--- src/hw/floppy_host_rate_status_pkg.sv ---
// shared constants for the floppy host rate and status register slice
package floppy_host_rate_status_pkg;

  // register offsets on the host port
  localparam logic [9:0] TAPE_MEDIA_ID_OFS = 10'h3F3;
  localparam logic [9:0] RATE_STATUS_OFS   = 10'h3F4;

  // rate select register layout and hardware reset value
  localparam logic [7:0] RATE_SELECT_RESET = 8'h02;
  localparam int         RATE_LSB          = 0;
  localparam int         WRITE_SELECT_A_LSB       = 2;
  localparam int         LOW_POWER_BIT     = 6;
  localparam int         SOFT_RESET_BIT    = 7;

  // data rate codes
  localparam logic [1:0] RATE_1M   = 2'h3;
  localparam logic [1:0] RATE_500K = 2'h0;
  localparam logic [1:0] RATE_300K = 2'h1;
  localparam logic [1:0] RATE_250K = 2'h2;

  // precompensation codes and delays in steps of 41.67 ns
  localparam logic [2:0] WRITE_SELECT_A_DEFAULT  = 3'h0;
  localparam logic [2:0] WRITE_SELECT_A_DISABLED = 3'h7;
  localparam logic [2:0] STEPS_NONE       = 3'h0;
  localparam logic [2:0] STEPS_DEF_1M     = 3'h1;
  localparam logic [2:0] STEPS_DEF_SLOW   = 3'h3;
  localparam int         WRITE_SELECT_A_STEP_PS  = 41670;

  // precompensation starts from this track after hardware reset
  localparam logic [7:0] START_TRACK_RESET = 8'h00;

  // tape/media read enables
  localparam logic [7:0] TAPE_OE_NORMAL = 8'h03;
  localparam logic [7:0] OE_ALL         = 8'hFF;
  localparam logic [7:0] OE_NONE        = 8'h00;

  // config register seven fields
  localparam int CR7_BOOT_LSB = 0;
  localparam int CR7_INV_LSB  = 2;

  typedef enum logic {PWR_RUN, PWR_LOW} power_state_e;

endpackage

--- src/hw/floppy_host_rate_status_regs.sv ---
// host rate select, tape/media and main status registers of a floppy controller
//
// Added by the designer: the plain strobed port.
`timescale 1ns/100ps
module floppy_host_rate_status_regs
  import floppy_host_rate_status_pkg::*;
(
  // clock and hardware reset
  input  wire logic       clk,
  input  wire logic       reset_n,
  // host register port
  input  wire logic [9:0] addr,
  input  wire logic [7:0] wr_data,
  input  wire logic       wr_en,
  input  wire logic       rd_en,
  output logic      [7:0] rd_data,
  output logic      [7:0] rd_data_oe,
  // configuration from neighbouring logic
  input  wire logic       enhanced_mode,
  input  wire logic [7:0] config_reg_six,
  input  wire logic [7:0] config_reg_seven,
  input  wire logic [1:0] drive_select,
  input  wire logic       output_reset,
  input  wire logic       ccr_write,
  input  wire logic [1:0] ccr_rate,
  input  wire logic       configure_write,
  input  wire logic [7:0] configure_track,
  // command engine status
  input  wire logic [3:0] drive_seek_busy,
  input  wire logic       command_busy,
  input  wire logic       exec_phase,
  input  wire logic       non_dma_mode,
  input  wire logic       host_request,
  input  wire logic       transfer_direction,
  input  wire logic       data_reg_access,
  // two-way rate pins
  input  wire logic       rate_pin_0_in,
  output logic            rate_pin_0_out,
  output logic            rate_pin_0_oe,
  input  wire logic       rate_pin_1_in,
  output logic            rate_pin_1_out,
  output logic            rate_pin_1_oe,
  // controller outputs
  output logic      [1:0] data_rate,
  output logic      [2:0] write_select_a_steps,
  output logic      [7:0] write_select_a_start_track,
  output logic            low_power,
  output logic            soft_reset_out,
  output logic      [1:0] tape_select
);

  logic [2:0]   write_select_a;
  logic [1:0]   pin_meta;
  logic [1:0]   pin_sync;
  logic [1:0]   media_ident;
  logic         media_ident_hi;
  logic         media_ident_lo;
  logic [1:0]   drive_type;
  logic [7:0]   controller_status_reg;
  logic [7:0]   tape_media_id_reg;
  logic         wr_rate;
  logic         rd_rate;
  logic         rd_tape;
  logic         sw_reset_evt;
  power_state_e pwr_state;
  power_state_e next_pwr_state;

  // picks the precompensation delay that a code asks for
  function automatic logic [2:0] write_select_a_decode(
    input logic [2:0] code,
    input logic [1:0] rate
  );
    logic [2:0] steps;
    steps = code;
    if (code == WRITE_SELECT_A_DISABLED) begin
      steps = STEPS_NONE;
    end else if (code == WRITE_SELECT_A_DEFAULT) begin
      steps = (rate == RATE_1M) ? STEPS_DEF_1M : STEPS_DEF_SLOW;
    end
    return steps;
  endfunction

  // picks the cr6 bit pair belonging to a drive
  function automatic logic [1:0] drive_pair(
    input logic [7:0] cfg,
    input logic [1:0] drv
  );
    return cfg[{drv, 1'b0} +: 2];
  endfunction

  assign wr_rate = wr_en && (addr == RATE_STATUS_OFS);
  assign rd_rate = rd_en && (addr == RATE_STATUS_OFS);
  assign rd_tape = rd_en && (addr == TAPE_MEDIA_ID_OFS);

  // self clearing reset, shared with output reg
  assign sw_reset_evt = soft_reset_out || output_reset;

  // rate pins drive the rate only outside enhanced mode 2
  assign rate_pin_0_out = data_rate[0];
  assign rate_pin_1_out = data_rate[1];
  assign rate_pin_0_oe  = !enhanced_mode;
  assign rate_pin_1_oe  = !enhanced_mode;

  // media bits see pins only through a two-stage synchroniser; no reset on
  // purpose so neither reset disturbs what the pins report
  // reset free sampling
  always_ff @(posedge clk) begin
    pin_meta <= {rate_pin_1_in, rate_pin_0_in};
    pin_sync <= pin_meta;
  end

  generate
    for (genvar i = 0; i < 2; i++) begin : g_media
      assign media_ident[i] = pin_sync[i] ^ config_reg_seven[CR7_INV_LSB + i];
    end
  endgenerate

  assign media_ident_hi = media_ident[1];
  assign media_ident_lo = media_ident[0];

  assign drive_type = drive_pair(config_reg_six, drive_select);

  // enhanced layout of the tape/media register
  assign tape_media_id_reg = {media_ident_hi, media_ident_lo, drive_type,
                              config_reg_seven[CR7_BOOT_LSB +: 2], tape_select};

  // busy bits, command busy, non-DMA execution, direction, request
  assign controller_status_reg = {host_request, transfer_direction,
                                  non_dma_mode && exec_phase,
                                  command_busy, drive_seek_busy};

  // tape select storage, kept over software reset
  always_ff @(posedge clk) begin
    if (!reset_n) begin
      tape_select <= 2'h0;
    end else if (wr_en && addr == TAPE_MEDIA_ID_OFS) begin
      tape_select <= wr_data[1:0];
    end
  end

  // latest writer wins; hardware reset gives 250K
  always_ff @(posedge clk) begin
    if (!reset_n) begin
      data_rate <= RATE_SELECT_RESET[RATE_LSB +: 2];
    end else if (wr_rate) begin
      data_rate <= wr_data[RATE_LSB +: 2];
    end else if (ccr_write) begin
      data_rate <= ccr_rate;
    end
  end

  // write_select_a field untouched by software reset
  always_ff @(posedge clk) begin
    if (!reset_n) begin
      write_select_a <= RATE_SELECT_RESET[WRITE_SELECT_A_LSB +: 3];
    end else if (wr_rate) begin
      write_select_a <= wr_data[WRITE_SELECT_A_LSB +: 3];
    end
  end

  always_ff @(posedge clk) begin
    if (!reset_n) begin
      write_select_a_steps <= STEPS_NONE;
    end else begin
      write_select_a_steps <= write_select_a_decode(write_select_a, data_rate);
    end
  end

  // start track, only the configure command moves it
  always_ff @(posedge clk) begin
    if (!reset_n) begin
      write_select_a_start_track <= START_TRACK_RESET;
    end else if (configure_write) begin
      write_select_a_start_track <= configure_track;
    end
  end

  always_ff @(posedge clk) begin
    if (!reset_n) begin
      soft_reset_out <= 1'b0;
    end else begin
      soft_reset_out <= wr_rate && wr_data[SOFT_RESET_BIT];
    end
  end

  // a soft reset bit in the same write takes priority over entering low power
  always_comb begin
    next_pwr_state = pwr_state;
    case (pwr_state)
      PWR_RUN: begin
        if (wr_rate && wr_data[LOW_POWER_BIT] && !wr_data[SOFT_RESET_BIT]) begin
          next_pwr_state = PWR_LOW;
        end
      end
      PWR_LOW: begin
        if (sw_reset_evt || data_reg_access || rd_rate) begin
          next_pwr_state = PWR_RUN;
        end
      end
      default: next_pwr_state = PWR_RUN;
    endcase
  end

  always_ff @(posedge clk) begin
    if (!reset_n) begin
      pwr_state <= PWR_RUN;
    end else begin
      pwr_state <= next_pwr_state;
    end
  end

  assign low_power = (pwr_state == PWR_LOW);

  // read data registered; bus lines with oe low float outside
  always_ff @(posedge clk) begin
    if (!reset_n) begin
      rd_data    <= 8'h00;
      rd_data_oe <= OE_NONE;
    end else if (rd_rate) begin
      rd_data    <= controller_status_reg;
      rd_data_oe <= OE_ALL;
    end else if (rd_tape && enhanced_mode) begin
      rd_data    <= tape_media_id_reg;
      rd_data_oe <= OE_ALL;
    end else if (rd_tape) begin
      rd_data    <= {6'h00, tape_select};
      rd_data_oe <= TAPE_OE_NORMAL;
    end else begin
      rd_data    <= 8'h00;
      rd_data_oe <= OE_NONE;
    end
  end
endmodule

--- config.mk ---
export PLATFORM = sky130hd
export DESIGN_NAME = floppy_host_rate_status_regs
export DESIGN_NICKNAME = d
export VERILOG_FILES = /design/src/hw/floppy_host_rate_status_pkg.sv /design/src/hw/floppy_host_rate_status_regs.sv
export SDC_FILE = /design/constraint.sdc
export NUM_CORES = 1
export LEC_CHECK = 0
export BUFFER_PORTS_ARGS = -buffer_cell sky130_fd_sc_hd__buf_2
export CAP_MARGIN = 10
export CORE_ASPECT_RATIO = 1.5
export CORE_MARGIN = 2
export CORE_UTILIZATION = 41
export CTS_BUF_LIST = sky130_fd_sc_hd__clkbuf_8 sky130_fd_sc_hd__clkbuf_16
export DETAILED_ROUTE_END_ITERATION = 12
export GPL_ROUTABILITY_DRIVEN = 0
export PLACE_DENSITY = 0.9
export SLEW_MARGIN = 20
export SYNTH_ARGS = -nofsm -noshare
export SYNTH_HDL_FRONTEND = slang
export SYNTH_SLANG_ARGS = --single-unit
--- constraint.sdc ---
create_clock -name clk -period 1.6 [get_ports clk]
set_input_delay 0.4 -clock clk [delete_from_list [all_inputs] [get_ports clk]]
set_output_delay 0.4 -clock clk [all_outputs]
set_load 0.03 [all_outputs]
==> summary.md, run 1 <==
| Metric | Value |
|---|---|
| Clock Latency Late Sink | 0.28 ns |
| Final HPWL DP | 2630 um |
| Syn Std Cell Area | 1480 um2 |
| Post-synthesis simple-gate area fraction | 0.231 |
| Commonest non-fill, non-tap cell in the layout | buf_2 |
| First-pass GRT wire length | 5090 um |
| WL/cell | 11.9 um |
| Num CTS Buffers | 5 |
| Slew @ Worst Pin | 0.429 ns |
| Status | completed |
| Async SR Flop Fraction | 0 |
| Site Rows | 26 |
| Slowest stage delay, CP | 0.38 ns |
| P&R area growth vs syn | 37.6% |
| Nets | 292 |
| Pwr dens | 914 nW/um2 |
| Root buf cell | clkbuf_8 |
| Total clock sinks | 34 |
| Area leader, netlist | dfxtp_1 |
| Yosys top cell area share | 0.459 |
| Diodes inserted | 0 |
| CP Max Fanout | 6 |
| Slew Limit Fails | 0 |
| Main combinational cell family by area after synthesis | simple AND/OR/NAND/NOR gates |
| Full die area | 4120 um2 |
| Share of layout cells above drive strength 1 | 0.524 |
| Critical path endpoint category | output pin |
| Synth Area per Inst | 11.1 um2 |
| Mapped Nets | 200 |
| Synth warnings | 0 |
| Port Buf Inserts | 97 |
| Minimum hold slack | 0.223 ns |
| Count of hold-fix buffers inserted at cts | 0 |
| #FFs+latches synth | 34 |
| Crit-path cells | buf_2 |
| Effective utilization at floorplan | 0.430 |
| Final wirelength | 3200 um |
| Vias | 1295 |
| Seq/Total Area, Yosys | 0.459 |
| CP startpoint kind | register |
| Die X | 53.1 um |
| CP Data Required Time | 1.20 ns |
| Post-synthesis compound-gate area fraction | 0.0777 |
| DRT antenna net count | 0 |
| EDFF count, synth | 0 |
| Die Y | 77.6 um |
| Buf/Inv on CP | 1 |
| RSZ-0062 raised after global routing | false |
| Post-CTS Setup Repair Bufs | 0 |
| Min Tclk post-route | 1.28 ns |
| Final worst slack | 0.317 ns |
| Max_slew headroom | 0.714 |
| Largest net degree at the start of global routing | 31 |
| Commonest cells after routing, fill and taps aside | buf_2 (97), dfxtp_1 (34), nor2b_1 (22) |
| FMAX | 780 MHz |
| CTS Buffer Depth | 2 |
| # H-tree levels | 2 |
| CTS tree | yes |
| Leakage | 1.08 nW |
| Pre-CTS WS | 0.0467 ns |
| Critical path's slowest cell | dfxtp_1 |
| Drt first pass iters | 4 |
| Max IR drop VDD | 0.586 mV |
| Worst Clk Skew | 0.00223 ns |
| Fin Setup TNS | 0 ns |
| Final hold vios | 0 |
| Clk pin slew, worst setup/hold paths | 0.07 ns |
| Mux cell area share after synthesis | 0.139 |
| Number of gates resized after cts | 0 |
| Core Footprint | 3450 um2 |
| Arr. time, crit path | 0.88 ns |
| Initial antenna violation count | 0 |
| Library cells used by synthesis | 33 |
| Kind of critical path | reg2out |
| Vias per Instance | 4.81 |
| Synth Area in XOR/XNOR | 0.0118 |
| Cells after Synth | 134 |
| # setup viols final | 0 |
| Max-cap violations | 0 |
| Drt drc | 0 |
| Fin crit share | 0.802 |
| Total grt overflow | 0 |
| Number of global-route vias before repair | 1311 |
| Boundary pin count | 103 |
| All-Layer GR Usage | 0.165 |
| Worst Hold Class | in2reg |
| DRT iter0 DRCs | 15 |
| FILL cells | 338 |
| Crit path max-delay family | flip-flops |
| Prevailing post-synth register cell | dfxtp_1 |
| Dominant cells by area after synthesis | dfxtp_1 (46%), mux2i_1 (10%), nor2b_1 (9.3%) |
| Fraction of the mapped netlist area in adder cells | 0 |
[path summary, 6_finish.rpt]
kind / slack [ns] / start / cells after the start / end
max: 0.32 / rd_data_oe[6] / 1 / rd_data_oe[5]
min: 0.22 / rate_pin_1_in / 1 / pin_meta[1]
max reg2reg: 0.69 / data_rate[1] / 3 / data_rate[1]
min reg2reg: 0.33 / pin_meta[0] / 0 / pin_sync[0]
[layer usage]
layer  vias to the layer above  wire (um)  GRT usage  share of wire
met5                         -          0          0              0
met4                         0         61     0.0744          0.019
met3                         5        294     0.0538          0.092
met2                        64       1770      0.324           0.55
met1                       585       1070      0.137           0.33
li1                        641          -          -              -
[registers in the layout, summed over array words and instances (netlist names)]
register	cells
data_rate	2
low_power	1
pin_meta	2
pin_sync	2
rd_data	8
rd_data_oe	2
soft_reset_out	1
tape_select	2
write_select_a	3
write_select_a_start_track	8
write_select_a_steps	3
[kinds of logic (layout without fill, tap and decap cells)]
logic type,count (synthesis),in the layout
AO/OA/AOI/OAI,16,16
XOR/XNOR,2,2
buffers and inverters,18,111
flip-flops,34,34
multiplexers,18,18
AND/OR/NAND/NOR,46,46
[worst register-to-register path: stages (launching register included)]
cell     delay, ns
dfxtp_1       0.33
mux2_2        0.26
mux2i_1       0.13
nand2_1       0.07
[power breakdown]
part | leakage, nW | switching [W] | total [W] | internal (W)
logic | 0.744 | 0.000120 | 0.000233 | 0.000113
registers | 0.278 | 0.0000101 | 0.000880 | 0.000870
clock network | 0.0579 | 0.000291 | 0.000749 | 0.000458
[metrics by stage]
stage,power [W],instance area (um2),util,instances
after CTS,0.00189,2040,0.591,269
after global placement,0.00113,1930,0.560,261
final,0.00186,2040,0.591,269
after global routing,0.00195,2040,0.591,269
after floorplan,0.00103,1480,-,134
after detailed placement,0.00114,1930,0.560,261
[Yosys cell counts, drive strengths merged (2+ instances only)]
cell type / number
inv: 4
buf: 11
and4: 2
mux2i: 15
o21a: 3
nand2: 6
nor4: 3
nand4: 2
nor2: 3
dfxtp: 34
clkbuf: 3
a22oi: 7
mux4: 2
xor2: 2
nand3b: 2
nor2b: 22
a21oi: 3
[area by class of cell]
class,instances,area (um2),area share
Clock buffer,5,68.8,0.0338
Clock inverter,3,40.0,0.0196
Inverter,4,15.0,0.00737
Multi-Input combinational cell,82,681,0.334
Sequential cell,34,681,0.334
Tap cell,42,52.6,0.0258
Timing Repair Buffer,99,500,0.246
(Power assumes the default switching activity.)
==> run 2, diff against run 1 <==
--- a/config.mk
+++ b/config.mk
@@ -5,6 +5,7 @@
 export SDC_FILE = /design/constraint.sdc
 export NUM_CORES = 1
 export LEC_CHECK = 0
+export ABC_AREA = 1
 export BUFFER_PORTS_ARGS = -buffer_cell sky130_fd_sc_hd__buf_2
 export CAP_MARGIN = 10
 export CORE_ASPECT_RATIO = 1.5
@@ -13,7 +14,7 @@
 export CTS_BUF_LIST = sky130_fd_sc_hd__clkbuf_8 sky130_fd_sc_hd__clkbuf_16
 export DETAILED_ROUTE_END_ITERATION = 12
 export GPL_ROUTABILITY_DRIVEN = 0
-export PLACE_DENSITY = 0.9
+export PLACE_DENSITY = 0.89
 export SLEW_MARGIN = 20
 export SYNTH_ARGS = -nofsm -noshare
 export SYNTH_HDL_FRONTEND = slang
==> constraint.sdc (replaced) <==
create_clock -name clk -period 1.2 [get_ports clk]
set_input_delay 0.3 -clock clk [delete_from_list [all_inputs] [get_ports clk]]
set_output_delay 0.3 -clock clk [all_outputs]
set_load 0.03 [all_outputs]
==> summary.md, run 2 <==
| Metric | Value |
|---|---|
| Status | completed |
| Cells after Synth | 205 (+53%) |
| Reg area | 683 um2 (+0.37%) |
| Port Buf Inserts | 97 (unchanged) |
| Final hold vios | 0 (unchanged) |
| Commonest non-fill, non-tap cell in the layout | buf_2 |
| Vias per Instance | 4.57 (-5.1%) |
| Max IR drop VDD | 1.13 mV (+93%) |
| Final HPWL DP | 2960 um (+12%) |
| Final Instance Area | 2080 um2 (+2.2%) |
| Diodes inserted | 0 (unchanged) |
| Fin Setup TNS | 0 ns (unchanged) |
| Async SR Flop Fraction | 0 (unchanged) |
| Main combinational cell family by area after synthesis | simple AND/OR/NAND/NOR gates |
| Total clock sinks | 34 (unchanged) |
| Root buf cell | clkbuf_8 |
| Slew @ Worst Pin | 0.344 ns (-0.0852 ns) |
| Post-synthesis simple-gate area fraction | 0.300 (+0.0693) |
| Site Rows | 27 (+3.8%) |
| Dominant cells by area after synthesis | dfxtp_1 (45%), nor2_1 (9.9%), nand2_1 (8.7%) |
| Crit path max-delay family | flip-flops |
| # setup viols final | 0 (unchanged) |
| DRT iter0 DRCs | 25 (+10) |
| Fin crit share | 0.971 |
| Num CTS Buffers | 5 (unchanged) |
| First-pass GRT wire length | 5960 um (+17%) |
| Kind of critical path | reg2out |
| RSZ-0062 raised after global routing | true |
| Critical path endpoint category | output pin |
| Buf/Inv on CP | 1 (unchanged) |
| Final worst slack | 0.0344 ns (-0.283 ns) |
| Arr. time, crit path | 0.87 ns (about the same) |
| Critical path's slowest cell | dfxtp_1 |
| Yosys top cell area share | 0.451 (-0.00876) |
| CTS tree | yes |
| Vias | 1572 (+21%) |
| Worst Clk Skew | 0.00380 ns (+0.00157 ns) |
| Clock Latency Late Sink | 0.28 ns (about the same) |
| Area leader, netlist | dfxtp_1 |
| Mux cell area share after synthesis | 0 (-0.139) |
| Commonest cells after routing, fill and taps aside | buf_2 (91), nor2_1 (40), nand2_1 (35) |
| Initial antenna violation count | 0 (unchanged) |
| Full die area | 4190 um2 (+1.8%) |
| P&R area growth vs syn | 37.9% |
| Clk pin slew, worst setup/hold paths | 0.06 ns (about the same) |
| EDFF count, synth | 0 (unchanged) |
| CTS Buffer Depth | 2 (unchanged) |
| Boundary pin count | 103 (unchanged) |
| Number of global-route vias before repair | 1521 (+16%) |
| Final wirelength | 3550 um (+11%) |
| Library cells used by synthesis | 26 (-21%) |
| Mapped Nets | 271 (+36%) |
| Core Footprint | 3610 um2 (+4.8%) |
| Final Util | 0.576 (-0.0148) |
| Synth top cells by count | nor2_1 (40), nand2_1 (35), dfxtp_1 (34) |
| DRT antenna net count | 0 (unchanged) |
| Die X | 53.6 um (+0.89%) |
| Synth Area in XOR/XNOR | 0.0116 (-0.000225) |
| FILL cells | 365 (+8.0%) |
| Pre-CTS WS | -0.143 ns (-0.189 ns) |
| Total grt overflow | 0 (unchanged) |
| # H-tree levels | 2 (unchanged) |
| FMAX | 858 MHz |
| Seq/Total Area, Yosys | 0.451 (-0.00876) |
| CP Data Required Time | 0.90 ns (-0.30 ns) |
| Min Tclk post-route | 1.17 ns |
| WL/cell | 10.3 um (-13%) |
| Synth Area per Inst | 7.37 um2 (-33%) |
| Pwr dens | 1090 nW/um2 (+19%) |
| Multi-input gate area | 646 um2 (-5.1%) |
| Drt drc | 0 (unchanged) |
| Largest net degree at the start of global routing | 11 (-65%) |
| Syn Std Cell Area | 1510 um2 (+1.9%) |
| Crit-path cells | buf_2 |
| Nets | 367 (+26%) |
| Share of layout cells above drive strength 1 | 0.389 (-0.136) |
| All-Layer GR Usage | 0.191 (+0.0256) |
| Post-synthesis compound-gate area fraction | 0.116 (+0.0383) |
| Worst Hold Class | in2reg |
| Cell Area, Placed | 1990 um2 (+3.1%) |
| Drt first pass iters | 5 (+1) |
| Die Y | 78.3 um (+0.91%) |
| Fraction of the mapped netlist area in adder cells | 0 (unchanged) |
| Slew Limit Fails | 0 (unchanged) |
| CP startpoint kind | register |
| Synth warnings | 0 (unchanged) |
| CP Max Fanout | 4 (-2) |
| Max_slew headroom | 0.769 (+0.0548) |
| Pwr Total | 0.00227 W (+22%) |
| Effective utilization at floorplan | 0.418 (-0.0118) |
| Prevailing post-synth register cell | dfxtp_1 |
| Leakage | 1.17 nW (+8.1%) |
| Biggest regs | rd_data (8), write_select_a_start_track (8) |
| Most numerous cell in the Yosys netlist | nor2_1 |
| Slowest stage delay, CP | 0.37 ns (about the same) |
| #FFs+latches synth | 34 (unchanged) |
| Max-cap violations | 0 (unchanged) |
run 2: final timing paths:
check	start	endpoint	slack [ns]	cells after the start
max	data_rate[1]	rate_pin_1_out	0.03	1
min	rate_pin_0_in	pin_meta[0]	0.12	1
max reg2reg	write_select_a[0]	write_select_a_steps[2]	0.15	4
min reg2reg	pin_meta[1]	pin_sync[1]	0.33	0
run 2: cells by family after synthesis:
| group | count (synthesis) |
|---|---|
| compound gates | 33 |
| xor+xnor | 2 |
| buf+inv | 38 |
| flops | 34 |
| simple gates | 98 |
run 2: repair_timing:
item,in CTS,in global routing
resized for setup,0,8
setup endpoints to repair,0,10
setup buffers,0,0
hold buffers,0,0
hold endpoints to repair,0,0
run 2: final cells by class:
| class | count | area share |
|---|---|---|
| Clock buffer | 5 | 0.0330 |
| Clock inverter | 2 | 0.00360 |
| Inverter | 27 | 0.0486 |
| Multi-Input combinational cell | 133 | 0.310 |
| Sequential cell | 34 | 0.328 |
| Tap cell | 43 | 0.0258 |
| Timing Repair Buffer | 100 | 0.251 |
run 2: where the power goes:
part / total, W / internal, W / switching [W]
combinational: 0.000344 / 0.000140 / 0.000204
sequential: 0.00118 / 0.00116 / 0.0000146
clock: 0.000746 / 0.000381 / 0.000364
run 2: stage by stage:
step                hold slack, ns  cells
floorplan                    0.310    205
global placement             0.312    337
detailed placement           0.314    337
CTS                          0.115    344
global route                 0.107    344
finish                       0.122    344
run 2: metal layers:
metal	wire, um	GRT usage	vias up
met1	1290	0.178	681
met2	1970	0.359	63
met5	0	0	-
met3	260	0.0627	4
li1	-	-	824
met4	32	0.0718	0
==> run 3, diff against run 2 <==
--- a/config.mk
+++ b/config.mk
@@ -15,6 +15,7 @@
 export DETAILED_ROUTE_END_ITERATION = 12
 export GPL_ROUTABILITY_DRIVEN = 0
 export PLACE_DENSITY = 0.89
+export SETUP_SLACK_MARGIN = 0.05
 export SLEW_MARGIN = 20
 export SYNTH_ARGS = -nofsm -noshare
 export SYNTH_HDL_FRONTEND = slang
==> summary.md, run 3 (synthesized netlist as in run 2, its figures left out) <==
| Metric | Value |
|---|---|
| Status | completed |
| Cell Area, Placed | 1990 um2 (unchanged) |
| Boundary pin count | 103 (unchanged) |
| RSZ-0062 raised after global routing | true |
| Full die area | 4190 um2 (unchanged) |
| WP depth | 1 (unchanged) |
| Critical path endpoint category | output pin |
| Clock Latency Late Sink | 0.27 ns (about the same) |
| Clock power share | 0.326 (-0.003) |
| Pwr dens | 1070 nW/um2 (-1.3%) |
| CTS tree | yes |
| CP Data Required Time | 0.90 ns (about the same) |
| P&R area growth vs syn | 39.7% |
| WL/cell | 10.4 um (+0.45%) |
| Drt drc | 0 (unchanged) |
| CTS Buffer Depth | 2 (unchanged) |
| Reg power frac | 0.520 (about the same) |
| Arr. time, crit path | 0.82 ns (-0.05 ns) |
| Slew Limit Fails | 0 (unchanged) |
| Largest net degree at the start of global routing | 11 (unchanged) |
| DRT iter0 DRCs | 29 (+16%) |
| Num CTS Buffers | 5 (unchanged) |
| CP startpoint kind | register |
| Die Y | 78.3 um (unchanged) |
| Vias per Instance | 4.56 (-0.13%) |
| Root buf cell | clkbuf_8 |
| Die X | 53.6 um (unchanged) |
| Hold depth | 1 (unchanged) |
| Min Tclk post-route | 1.12 ns (-0.0461 ns) |
| All-Layer GR Usage | 0.191 (+0.000763) |
| Leakage | 1.18 nW (+0.65%) |
| DRT antenna net count | 0 (unchanged) |
| Commonest cells after routing, fill and taps aside | buf_2 (84), nor2_1 (40), nand2_1 (34) |
| Worst r2r path cells | 4 (unchanged) |
| Commonest non-fill, non-tap cell in the layout | buf_2 |
| CP Max Fanout | 4 (unchanged) |
| # setup viols final | 0 (unchanged) |
| Drt first pass iters | 4 (-1) |
| Core Footprint | 3610 um2 (unchanged) |
| Internal Power | 0.00169 W (+0.31%) |
| Sw power | 0.000576 W (-1.1%) |
| First-pass GRT wire length | 5990 um (+0.47%) |
| Critical path's slowest cell | dfxtp_2 |
| Port Buf Inserts | 97 (unchanged) |
| Final HPWL DP | 2960 um (unchanged) |
| Final Instance Area | 2110 um2 (+1.3%) |
| Total clock sinks | 34 (unchanged) |
| Share of layout cells above drive strength 1 | 0.399 (+0.00997) |
| Total grt overflow | 0 (unchanged) |
| Number of global-route vias before repair | 1522 (+0.066%) |
| Clk pin slew, worst setup/hold paths | 0.06 ns (about the same) |
| Fin Setup TNS | 0 ns (unchanged) |
| Site Rows | 27 (unchanged) |
| Final hold vios | 0 (unchanged) |
| Slowest stage delay, CP | 0.35 ns (-0.02 ns) |
| Worst Hold Class | in2reg |
| Kind of critical path | reg2out |
| Diodes inserted | 0 (unchanged) |
| Post-CTS Setup Repair Bufs | 0 (unchanged) |
| Final wirelength | 3560 um (+0.45%) |
| Crit path max-delay family | flip-flops |
| Sw Ratio | 0.254 (-0.00273) |
| Initial antenna violation count | 0 (unchanged) |
| Max-cap violations | 0 (unchanged) |
| Max IR drop VDD | 1.14 mV (+0.70%) |
| Combinational share of power | 0.154 (+0.002) |
| Worst Clk Skew | 0.00363 ns (-0.000171 ns) |
| Biggest regs | rd_data (8), write_select_a_start_track (8) |
| Fin crit share | 0.933 (-0.0384) |
| # H-tree levels | 2 (unchanged) |
| Nets | 367 (unchanged) |
| FMAX | 893 MHz (+4.1%) |
| Effective utilization at floorplan | 0.418 (unchanged) |
| Slew @ Worst Pin | 0.343 ns (-0.000643 ns) |
| Buf/Inv on CP | 1 (unchanged) |
| Crit-path cells | clkbuf_4 |
| Max_slew headroom | 0.769 (about the same) |
| Vias | 1570 (-0.13%) |
[run 3: changes by cell type in the layout (fill, tap and decap cells not counted), sizes merged]
cell    delta
buf        +4
clkbuf     -4
[run 3: final cells by class]
cell class	instances	area, um2
inverter	27	101
multi-input combinational	133	648
clock buffer	5	68.8
timing repair buffer	100	544
fill	356	1510
clock inverter	2	7.51
tap	43	53.8
sequential	34	686
[run 3: power groups by stage]
stage / registers [W] / logic [W] / clock network [W]
5_1_grt: 0.00118 / 0.000388 / 0.000819
3_3_place_gp: 0.00120 / 0.000337 / 0
6_report: 0.00118 / 0.000349 / 0.000738
3_5_place_dp: 0.00120 / 0.000345 / 0
4_1_cts: 0.00118 / 0.000348 / 0.000765
2_1_floorplan: 0.00126 / 0.000132 / 0
[run 3: per-stage QoR]
step	power (W)	worst slack [ns]	cells	hold WS, ns	utilization
final	0.00227	0.0805	344	0.126	0.584
after global routing	0.00239	0.0357	344	0.107	0.584
after CTS	0.00229	0.0192	344	0.115	0.578
after global placement	0.00154	-0.0928	337	0.312	0.550
after floorplan	0.00139	0.0824	205	0.310	-
after detailed placement	0.00155	-0.143	337	0.314	0.550
[run 3: repair_timing]
item                       in CTS  in global routing
setup endpoints to repair      11                 13
pin swaps                       0                  1
hold buffers                    0                  0
resized for setup              11                 10
[run 3: path summary, 6_finish.rpt]
path / startpoint / end / slack, ns
worst min register to register: pin_meta[1] / pin_sync[1] / 0.33
worst min-delay path: rate_pin_0_in / pin_meta[0] / 0.13
worst max-delay path: data_rate[1] / rate_pin_1_out / 0.08
worst max register to register: write_select_a[0] / write_select_a_steps[2] / 0.15
[run 3: metal layers]
| metal | vias up | wire length, um | track usage |
|---|---|---|---|
| met1 | 688 | 1300 | 0.177 |
| met4 | 0 | 32 | 0.0718 |
| met3 | 4 | 227 | 0.0646 |
| met5 | - | 0 | 0 |
| li1 | 823 | - | - |
| met2 | 55 | 2000 | 0.362 |
